<file path="src/shared/scp_params.svh">
`ifndef SCP_PARAMS_SVH
`define SCP_PARAMS_SVH

// ****************************************************************
// Register offsets and field positions
// ****************************************************************
`define SCP_ADDR_W 2
`define SCP_OFF_PRESCALE 2'h0
`define SCP_OFF_TRIM 2'h1
`define SCP_OFF_STATUS 2'h2
`define SCP_PRESCALE_CE_BIT 7
`define SCP_TRIM_RANGE_BIT 7
`define SCP_CE_WRITE_VALUE 8'h80

// ****************************************************************
// Reset values and encodings
// ****************************************************************
`define SCP_DIV_SEL_DIV8 4'h3
`define SCP_DIV_SEL_DIV1 4'h0
`define SCP_DIV_SEL_MAX 4'h8
`define SCP_CE_WINDOW 3'h4

// ****************************************************************
// Timing counts
// ****************************************************************
`define SCP_SYS_CLK_PERIOD_NS 50
`define SCP_DELAY_SHORT_MS 4
`define SCP_DELAY_LONG_MS 64
`define SCP_NS_PER_MS 1000000
`define SCP_RESET_FIXED_CK 22'h00000E
`define SCP_START_258_CK 22'h000102
`define SCP_START_1K_CK 22'h000400
`define SCP_START_16K_CK 16384
`define SCP_START_RC_CK 22'h000006

`endif

</file>
<file path="src/shared/scp_pkg.sv">
package scp_pkg;

	typedef enum logic [1:0] {
		ST_STARTUP,
		ST_RUN,
		ST_POWER_DOWN
	} scp_state_t;

	typedef struct packed {
		scp_state_t state;
		logic [21:0] start_cnt;
		logic [3:0] div_sel;
		logic [3:0] new_sel;
		logic pend;
		logic change_en;
		logic [2:0] ce_timer;
		logic [7:0] div_cnt;
		logic [7:0] trim;
		logic [7:0] rdata;
		logic sys_tick;
		logic pin_level;
		logic pin_oe;
		logic running;
	} scp_state_s_t;

endpackage

</file>
<file path="src/verilog/scp_top.sv">
// The placing of the registers and the strobed register port are this design's own decisions.
`timescale 1ns/1ps
`include "scp_params.svh"
module scp_top #(
	parameter int P_SHORT_DELAY_CYC =
		(`SCP_DELAY_SHORT_MS * `SCP_NS_PER_MS) / `SCP_SYS_CLK_PERIOD_NS,
	parameter int P_LONG_DELAY_CYC =
		(`SCP_DELAY_LONG_MS * `SCP_NS_PER_MS) / `SCP_SYS_CLK_PERIOD_NS,
	parameter int P_START_16K_CYC = `SCP_START_16K_CK
) (
	// Clock and reset
	input wire logic I_SYS_CLK,
	input wire logic I_NRST,
	// Configuration bits
	input wire logic [3:0] I_CLOCK_SOURCE_SELECT_BITS,
	input wire logic [1:0] I_STARTUP_TIME_BITS,
	input wire logic I_INITIAL_DIVIDE_BY_EIGHT_BIT,
	input wire logic I_CLOCK_OUTPUT_ENABLE_BIT,
	input wire logic [7:0] I_FACTORY_TRIM,
	// Power management
	input wire logic I_POWER_DOWN,
	// Register port
	input wire logic [`SCP_ADDR_W-1:0] I_ADDR,
	input wire logic [7:0] I_WDATA,
	input wire logic I_WR,
	input wire logic I_RD,
	output logic [7:0] O_RDATA,
	// Divided clock enables and running status
	output logic O_CORE_CLOCK_EN,
	output logic O_PERIPHERAL_IO_CLOCK_EN,
	output logic O_CONVERTER_CLOCK_EN,
	output logic O_PROGRAM_MEMORY_CLOCK_EN,
	output logic O_SYS_RUNNING,
	// Clock output pin
	output logic O_CLOCK_OUTPUT_PIN,
	output logic O_CLOCK_OUTPUT_PIN_OE,
	// Oscillator control
	output logic [7:0] O_RC_OSCILLATOR_TRIM,
	output logic O_TRIM_RANGE_BIT,
	output logic O_CRYSTAL_MODE,
	output logic [1:0] O_CRYSTAL_RANGE
);

	scp_pkg::scp_state_s_t r_reg;
	scp_pkg::scp_state_s_t r_next;

	localparam logic [21:0] SHORT_CYC = 22'(P_SHORT_DELAY_CYC);
	localparam logic [21:0] LONG_CYC = 22'(P_LONG_DELAY_CYC);
	localparam logic [21:0] START_16K = 22'(P_START_16K_CYC);

	// ****************************************************************
	// Decoding functions
	// ****************************************************************
	function automatic logic is_crystal(input logic [3:0] sel);
		is_crystal = sel[3];
	endfunction

	// Wake time from power-down, in source clock cycles.
	function automatic logic [21:0] wake_cycles(input logic [3:0] sel, input logic [1:0] startup_time_bits);
		logic [2:0] key;
		key = {sel[0], startup_time_bits};
		if (!is_crystal(sel)) begin
			wake_cycles = `SCP_START_RC_CK;
		end else if (key <= 3'h1) begin
			wake_cycles = `SCP_START_258_CK;
		end else if (key <= 3'h4) begin
			wake_cycles = `SCP_START_1K_CK;
		end else begin
			wake_cycles = START_16K;
		end
	endfunction

	// Extra delay taken only on a reset, in source clock cycles.
	function automatic logic [21:0] reset_extra(input logic [3:0] sel, input logic [1:0] startup_time_bits);
		logic [21:0] ms_part;
		ms_part = 22'h000000;
		if (is_crystal(sel)) begin
			unique case ({sel[0], startup_time_bits})
				3'h0, 3'h3, 3'h6: ms_part = SHORT_CYC;
				3'h1, 3'h4, 3'h7: ms_part = LONG_CYC;
				default: ms_part = 22'h000000;
			endcase
		end else begin
			unique case (startup_time_bits)
				2'h0: ms_part = 22'h000000;
				2'h1: ms_part = SHORT_CYC;
				default: ms_part = LONG_CYC;
			endcase
		end
		reset_extra = `SCP_RESET_FIXED_CK + ms_part;
	endfunction

	// Codes above 1000 are reserved and behave as divide by 256.
	function automatic logic [7:0] div_mask(input logic [3:0] sel);
		logic [3:0] s;
		s = (sel > `SCP_DIV_SEL_MAX) ? `SCP_DIV_SEL_MAX : sel;
		div_mask = 8'((9'h001 << s) - 9'h001);
	endfunction

	// ****************************************************************
	// Next state
	// ****************************************************************
	logic [7:0] mask;
	logic [7:0] mask_after;
	logic period_end;
	logic out_allowed;

	always_comb begin
		r_next = r_reg;
		mask = div_mask(r_reg.div_sel);
		period_end = (r_reg.div_cnt == mask);
		mask_after = mask;
		out_allowed = I_CLOCK_OUTPUT_ENABLE_BIT && !is_crystal(I_CLOCK_SOURCE_SELECT_BITS);
		r_next.rdata = 8'h00;
		if (!I_NRST) begin
			r_next.state = scp_pkg::ST_STARTUP;
			r_next.start_cnt = wake_cycles(I_CLOCK_SOURCE_SELECT_BITS, I_STARTUP_TIME_BITS)
				+ reset_extra(I_CLOCK_SOURCE_SELECT_BITS, I_STARTUP_TIME_BITS);
			r_next.div_sel = I_INITIAL_DIVIDE_BY_EIGHT_BIT ?
				`SCP_DIV_SEL_DIV8 : `SCP_DIV_SEL_DIV1;
			r_next.new_sel = r_next.div_sel;
			r_next.pend = 1'b0;
			r_next.change_en = 1'b0;
			r_next.ce_timer = 3'h0;
			r_next.div_cnt = 8'h00;
			r_next.trim = I_FACTORY_TRIM;
			r_next.sys_tick = 1'b0;
			r_next.pin_level = 1'b0;
			r_next.pin_oe = 1'b0;
			r_next.running = 1'b0;
		end else begin
			// Change-enable window: rewriting it inside the window neither extends nor clears it.
			if (r_reg.change_en) begin
				r_next.ce_timer = r_reg.ce_timer - 3'h1;
				if (r_reg.ce_timer == 3'h1) begin
					r_next.change_en = 1'b0;
				end
			end
			if (I_WR) begin
				unique case (I_ADDR)
					`SCP_OFF_PRESCALE: begin
						if (!r_reg.change_en && I_WDATA == `SCP_CE_WRITE_VALUE) begin
							r_next.change_en = 1'b1;
							r_next.ce_timer = `SCP_CE_WINDOW;
						end else if (r_reg.change_en && !I_WDATA[`SCP_PRESCALE_CE_BIT]) begin
							r_next.new_sel = I_WDATA[3:0];
							r_next.pend = 1'b1;
							r_next.change_en = 1'b0;
							r_next.ce_timer = 3'h0;
						end
					end
					`SCP_OFF_TRIM: r_next.trim = I_WDATA;
					default: begin
					end
				endcase
			end
			if (I_RD) begin
				unique case (I_ADDR)
					// Software reads back the code it wrote, even while it waits for the end of
					// the current divided period; the divider count itself stays hidden.
					`SCP_OFF_PRESCALE: r_next.rdata = {r_reg.change_en, 3'h0, r_reg.new_sel};
					`SCP_OFF_TRIM: r_next.rdata = r_reg.trim;
					`SCP_OFF_STATUS: r_next.rdata = {3'h0, r_reg.pend, is_crystal(I_CLOCK_SOURCE_SELECT_BITS),
						I_CLOCK_SOURCE_SELECT_BITS[2:1], r_reg.running};
					default: r_next.rdata = 8'h00;
				endcase
			end
			r_next.sys_tick = 1'b0;
			unique case (r_reg.state)
				scp_pkg::ST_STARTUP: begin
					r_next.div_cnt = 8'h00;
					r_next.running = 1'b0;
					if (r_reg.pend) begin
						r_next.div_sel = r_reg.new_sel;
						r_next.pend = 1'b0;
					end
					if (r_reg.start_cnt <= 22'h000001) begin
						r_next.state = scp_pkg::ST_RUN;
						r_next.running = 1'b1;
					end else begin
						r_next.start_cnt = r_reg.start_cnt - 22'h000001;
					end
				end
				scp_pkg::ST_RUN: begin
					if (I_POWER_DOWN) begin
						r_next.state = scp_pkg::ST_POWER_DOWN;
						r_next.running = 1'b0;
						r_next.div_cnt = 8'h00;
					end else begin
						// The divider only restarts at the end of an old period, so no short
						// period can appear; the cost is up to one old period of latency.
						r_next.sys_tick = period_end;
						r_next.div_cnt = period_end ? 8'h00 : r_reg.div_cnt + 8'h01;
						if (period_end && r_reg.pend) begin
							r_next.div_sel = r_reg.new_sel;
							r_next.pend = 1'b0;
							mask_after = div_mask(r_reg.new_sel);
						end
					end
				end
				scp_pkg::ST_POWER_DOWN: begin
					if (!I_POWER_DOWN) begin
						r_next.state = scp_pkg::ST_STARTUP;
						r_next.start_cnt = wake_cycles(I_CLOCK_SOURCE_SELECT_BITS,
							I_STARTUP_TIME_BITS);
					end
				end
			endcase
			// High for the first half of each divided period, so the pin follows the
			// divided rate; at divide by one the pin stands high.
			r_next.pin_oe = out_allowed;
			r_next.pin_level = out_allowed && r_next.running &&
				(r_next.div_cnt <= (mask_after >> 1));
		end
	end

	always_ff @(posedge I_SYS_CLK) begin
		r_reg <= r_next;
	end

	// ****************************************************************
	// Outputs
	// ****************************************************************
	assign O_RDATA = r_reg.rdata;
	assign O_CORE_CLOCK_EN = r_reg.sys_tick;
	assign O_PERIPHERAL_IO_CLOCK_EN = r_reg.sys_tick;
	assign O_CONVERTER_CLOCK_EN = r_reg.sys_tick;
	assign O_PROGRAM_MEMORY_CLOCK_EN = r_reg.sys_tick;
	assign O_SYS_RUNNING = r_reg.running;
	assign O_CLOCK_OUTPUT_PIN = r_reg.pin_level;
	assign O_CLOCK_OUTPUT_PIN_OE = r_reg.pin_oe;
	assign O_RC_OSCILLATOR_TRIM = r_reg.trim;
	assign O_TRIM_RANGE_BIT = r_reg.trim[`SCP_TRIM_RANGE_BIT];

	// Crystal range is the upper select bits; 00 means 0.4-0.9 MHz.
	logic xtal_mode_reg;
	logic [1:0] xtal_range_reg;
	always_ff @(posedge I_SYS_CLK) begin
		if (!I_NRST) begin
			xtal_mode_reg <= 1'b0;
			xtal_range_reg <= 2'h0;
		end else begin
			xtal_mode_reg <= is_crystal(I_CLOCK_SOURCE_SELECT_BITS);
			xtal_range_reg <= I_CLOCK_SOURCE_SELECT_BITS[2:1];
		end
	end
	assign O_CRYSTAL_MODE = xtal_mode_reg;
	assign O_CRYSTAL_RANGE = xtal_range_reg;

endmodule

</file>
<file path="config.mk">
export PLATFORM = sky130hd
export DESIGN_NAME = scp_top
export DESIGN_NICKNAME = d
export VERILOG_FILES = /design/src/shared/scp_pkg.sv /design/src/verilog/scp_top.sv
export VERILOG_INCLUDE_DIRS = /design/src /design/src/shared
export SDC_FILE = /design/constraint.sdc
export NUM_CORES = 1
export LEC_CHECK = 0
export ABC_AREA = 1
export BUFFER_PORTS_ARGS = -buffer_cell sky130_fd_sc_hd__buf_4
export CAP_MARGIN = 20
export CORE_MARGIN = 2
export CORE_UTILIZATION = 30
export CTS_CLUSTER_DIAMETER = 200
export DETAILED_ROUTE_END_ITERATION = 10
export PLACE_DENSITY_LB_ADDON = 0.25
export SLEW_MARGIN = 20
export SYNTH_ARGS = -nofsm -noshare
export SYNTH_HDL_FRONTEND = slang
export SYNTH_SLANG_ARGS = --single-unit
export TNS_END_PERCENT = 5
</file>
<file path="constraint.sdc">
create_clock -name I_SYS_CLK -period 6.9 [get_ports I_SYS_CLK]
set_clock_uncertainty 0.15 [all_clocks]
set_input_delay 0.69 -clock I_SYS_CLK [delete_from_list [all_inputs] [get_ports I_SYS_CLK]]
set_output_delay 0.69 -clock I_SYS_CLK [all_outputs]
set_load 0.1 [all_outputs]
</file>
* After elaboration in Yosys (flattened, before gate mapping) *
Index checks and enable logic that the tools add are counted.

storage, ports and cells
  bits in registers = 68
  input port bits = 31

operators by class
  add/subtract/negate cells = 7
  magnitude comparators = 6
  equal/unequal tests = 28
  shifts and indexed selects = 2
  mux-type cells = 48
  bitwise logic cells = 2
  reductions and logical operators = 22

operators by type and width
  cell                                                                     number
  22-bit two-way mux                                                       4
  21-bit one-hot mux with 2 select lines                                   2
  8-bit two-way mux                                                        9
  51-bit two-way mux                                                       1
  15-bit two-way mux                                                       3
  22-bit one-hot mux with 2 select lines                                   1
  4-bit two-way mux                                                        7
  9-bit two-way mux                                                        3
  24-bit two-way mux                                                       1
  8-bit one-hot mux with 3 select lines                                    1
  22-bit adder                                                             1
  4-bit by 22-bit adder with 22-bit output (first input constant)          1
  22-bit by 1-bit <= comparator with 1-bit output (second input constant)  1
  22-bit by 1-bit subtractor with 22-bit output (second input constant)    1
  8-bit one-hot mux with 2 select lines                                    1
  1-bit by 4-bit left shift with 8-bit output (first input constant)       2
  8-bit by 1-bit subtractor with 8-bit output (second input constant)      2
  3-bit inequality test (second input constant)                            5
  3-bit == test (second input constant)                                    3
  3-bit OR reduction                                                       3
  8-bit by 1-bit adder with 8-bit output (second input constant)           1
  8-bit == test                                                            1
  8-bit == test (second input constant)                                    1
  4-bit greater-than comparator (second input constant)                    2
  25 further kinds                                                         58

* Depth between registers and ports, before layout *
  word-level depth = 12
  depth in mapped cells = 26

* Worst setup path after synthesis *
OpenSTA, ideal clock, no wires.

  kind = reg-to-reg
  from = register r_reg[38] in the netlist's numbering
  to = register r_reg (netlist bit O_CLOCK_OUTPUT_PIN)
  arrival = 2.804 ns
  path slack = 3.835 ns
  cell stages (with the launch flop) = 25
  path buffers = 0
  clock period less this slack = 3.065 ns
  cells stage by stage = edfxtp_1 nor2_1 nand2_1 ha_1 inv_1 nand2_1 nand2_1 nor2_1 nand3_1 nor2_1 nand3_1 nor2_4 nand4_1 nor2_1 nor2_1 ha_1 inv_1 o31ai_1 nand2_1 nand2_1 nand2_1 nand2_1 nand2_1 nand3_1 nor2_1

on the way
  word-level cells in the longest chain between the ends = 12

RTL lines
  element                                             RTL line        RTL
  from (decl)                                         scp_top.sv:44   scp_pkg::scp_state_s_t r_reg;
  from (signal assigned)                              scp_top.sv:218  r_reg <= r_next;
  4-bit greater-than comparator (no line)             --
  4-bit two-way mux (*)                               scp_top.sv:96   s = (sel > `SCP_DIV_SEL_MAX) ? `SCP_DIV_SEL_MAX : sel;
  1-bit by 4-bit left shift with 8-bit output (*)     scp_top.sv:97   div_mask = 8'((9'h001 << s) - 9'h001);
  8-bit by 1-bit subtractor with 8-bit output (*)     scp_top.sv:97
  8-bit == test                                       scp_top.sv:111  period_end = (r_reg.div_cnt == mask);
  1-bit logical AND                                   scp_top.sv:194  if (period_end && r_reg.pend) begin
  8-bit two-way mux                                   scp_top.sv:194
  8-bit two-way mux                                   scp_top.sv:185  if (I_POWER_DOWN) begin
  8-bit two-way mux                                   scp_top.sv:169  unique case (r_reg.state)
  8-bit two-way mux                                   scp_top.sv:115  if (!I_NRST) begin
  8-bit by 7-bit <= comparator with 1-bit output (*)  scp_top.sv:213  (r_next.div_cnt <= (mask_after >> 1));
  1-bit logical AND (*)                               scp_top.sv:212  r_next.pin_level = out_allowed && r_next.running &&

Every way passes the cells marked *; elsewhere a longest branch is shown, timed or not. The select of a mux whose other input is x is not followed.
A chain may end at the register's enable or synchronous reset.

* Final worst setup path *
Same ends and word-level chain as after synthesis.

==> results_dict.tcl <==
set metrics [dict create \
    largest_reg_flops 45 \
    cts_tree "built" \
    initial_utilization 0.304 \
    critPathMaxFanout 6 \
    synth.avg_cell_area_um2 7.20 \
    maxCapViolCount 0 \
    via_count 3961 \
    tightestPinTransition_ns 1.01 \
    crit_arrival_ns 3.46 \
    maxSlewHeadroom 0.327 \
    synth_warnings 0 \
    path_cells "nor2_1 -> nand2_1 -> ha_1 -> inv_1 -> nand2_1 -> nand2_1 -> nor2_1 -> nand3_1 -> nor2_1 -> nand3_1 -> nor2_4 -> nand4_1 -> nor2_1 -> nor2_1 -> ha_1 -> inv_1 -> o31ai_1 -> nand2_1 -> nand2_1 -> nand2_1 -> nand2_1 -> nand2_1 -> nand3_1 -> nor2_1" \
    r2r_end "O_CLOCK_OUTPUT_PIN" \
    place_congestion 0.883 \
    grt_max_degree 35 \
    clk_latency_ns 0.34 \
    yosys.cell_types.count 36 \
    reg2reg_depth 24 \
    reg2reg_slack_ns 3.53 \
    syn-cell-area_um2 4360 \
    ctsResizeCount 0 \
    post_cts_buffers 0 \
    cpPeakStageDelay_ns 0.48 \
    root_buffer "clkbuf_16" \
    grtUsageTotal 0.151 \
    hp-start "O_RC_OSCILLATOR_TRIM[5]" \
    final_common_cell "nand2_1" \
    grt_pass1_vias 3838 \
    hold_end "O_RDATA[5]" \
    nets 695 \
    reg2reg_from "r_reg[38]" \
    critPathKind "register to register" \
    slew_violations 0 \
    min_delay_path_depth 2 \
    top_level_ports 58 \
    power_leakage_nw 2.38 \
    fmax_mhz 297 \
    grt_pass1_wl_um 19100 \
    period_minus_slack_ns 3.37 \
    cp_num_cells 24 \
    grt_antenna_before_repair 0 \
    cts_buffers 9 \
    wl_per_cell_um 13.7 \
    synth_fp_nets 654 \
    seq_area_frac_synth 0.399 \
    tns_ns 0 \
    mostFrequentLayoutCells "nand2_1, inv_1, nor2_1" \
    drc 0 \
    postRouteAntennaNets 0 \
    cts_buffer_depth 2 \
    syn_inst 606 \
    cts_sinks 68 \
    peakVddDrop_mv 0.166 \
    wirelength_um 11500 \
    n_antenna_cell 0 \
    cp_common_cell "nand2_1" \
    power_density_nw_per_um2 321 \
    run_status "finished, final reports clean" \
    clkTransAtPathRegs_ns 0.06 \
    end_kind "register" \
    ys_ff_latch 68 \
    setup_viol_count_final 0 \
    hold_viol_final 0 \
    vias_per_cell 4.74 \
    area_delta_synth_final_pct 17.8 \
    port_buffers 57 \
    htree_levels 3 \
    dr.pass1.iters 4 \
    core_area_um2 14400 \
    place_ws_ns 3.54 \
    crit_path_top_delay_cell "edfxtp_1" \
    grt_setup_unrepaired "false" \
    critPathLaunchType "register" \
    overflow 0 \
    cp_top_family "simple AND/OR/NAND/NOR gates" \
    drt_iter0_markers 244 \
    worst-path-buf-inv 2 \
    fp.dieH_um 125 \
    cts_hold_buf 0 \
    hold_class "register to register" \
    rows 44 \
    finalCritPeriodShare 0.489 \
    die_area_um2 15500 \
    dpl.hpwl_um 8840 \
    drive_gt1_frac 0.146 \
    dieWidth_um 125 \
    worstPathRequired_ns 6.99 \
    fin_ws_ns 3.53 \
]
-- synthesized netlist by cell type (all sizes together) --
cell type,n,area [um^2]
nand2,161,609
inv,89,334
nor2,74,303
o21ai,40,208
edfxtp,38,1140
nand3,37,198
dfxtp,30,601
a21oi,24,120
buf,21,151
ha,17,213
nor3,17,95.1
nand4,10,62.6
xor2,10,87.6
clkbuf,7,26.3
or2,6,37.5
a31oi,5,31.3
nor4,4,25.0
o31ai,4,30.0
xnor2,3,26.3
a211oi,2,15.0
o21a,2,15.0
and3,1,6.26
clkinv,1,3.75
mux2,1,11.3
o211ai,1,7.51
o22ai,1,6.26
-- worst register-to-register path: stages (launching register included) --
cell	delay, ns
edfxtp_1	0.48
nor2_1	0.23
nand2_1	0.11
ha_1	0.31
inv_1	0.06
nand2_1	0.05
nand2_1	0.05
nor2_1	0.09
nand3_1	0.06
nor2_1	0.13
nand3_1	0.13
nor2_4	0.20
nand4_1	0.13
nor2_1	0.12
nor2_1	0.05
ha_1	0.28
inv_1	0.05
o31ai_1	0.24
nand2_1	0.07
nand2_1	0.06
nand2_1	0.04
nand2_1	0.05
nand2_1	0.04
nand3_1	0.06
nor2_1	0.04
-- layout make-up --
class | instances | area, um^2
Fill cell | 1525 | 9230
Multi-Input combinational cell | 420 | 2110
Sequential cell | 68 | 1740
Timing Repair Buffer | 58 | 435
Inverter | 90 | 338
Clock buffer | 11 | 253
Tap cell | 184 | 230
Clock inverter | 5 | 35.0
-- logic make-up after synthesis --
group	Yosys count	synth area share
AO/OA/AOI/OAI	79	0.0992
XOR/XNOR	13	0.0261
adder cells (fa/ha/maj)	17	0.0487
buffers and inverters	118	0.118
flip-flops	68	0.399
multiplexers	1	0.00258
AND/OR/NAND/NOR	310	0.306
-- through the flow --
| step | hold WS [ns] | cells | util | instance area (um^2) | total power, mW |
|---|---|---|---|---|---|
| 3_3_place_gp | 0.322 | 820 | 0.338 | 4850 | 1.20 |
| 5_1_grt | 0.382 | 836 | 0.358 | 5140 | 1.77 |
| 4_1_cts | 0.358 | 836 | 0.358 | 5140 | 1.66 |
| 3_5_place_dp | 0.349 | 820 | 0.338 | 4850 | 1.21 |
| 6_report | 0.349 | 836 | 0.358 | 5140 | 1.65 |
| 2_1_floorplan | 0.311 | 606 | - | 4360 | 1.06 |
-- power breakdown --
group	switching, mW	total, mW	internal [mW]	leakage, nW
Clock	0.184	0.448	0.263	0.142
Sequential	0.0777	0.622	0.545	0.643
Combinational	0.403	0.582	0.179	1.60
-- worst max-delay path by stage --
stage                     startpoint            endpoint  slack, ns
after floorplan            r_reg[38]  O_CLOCK_OUTPUT_PIN       3.84
after global placement     r_reg[38]  O_CLOCK_OUTPUT_PIN       3.63
after detailed placement   r_reg[38]  O_CLOCK_OUTPUT_PIN       3.54
after CTS                  r_reg[38]  O_CLOCK_OUTPUT_PIN       3.51
after global routing       r_reg[40]  O_CLOCK_OUTPUT_PIN       3.21
final                      r_reg[38]  O_CLOCK_OUTPUT_PIN       3.53
-- routing by layer --
layer	track usage	wire length [um]	vias to the layer above
met2	0.249	5320	98
li1	-	-	2029
met3	0.0331	509	19
met1	0.198	5390	1815
met5	0	0	-
met4	0.0436	232	0
No activity file was read; power rests on OpenSTA's default activity.
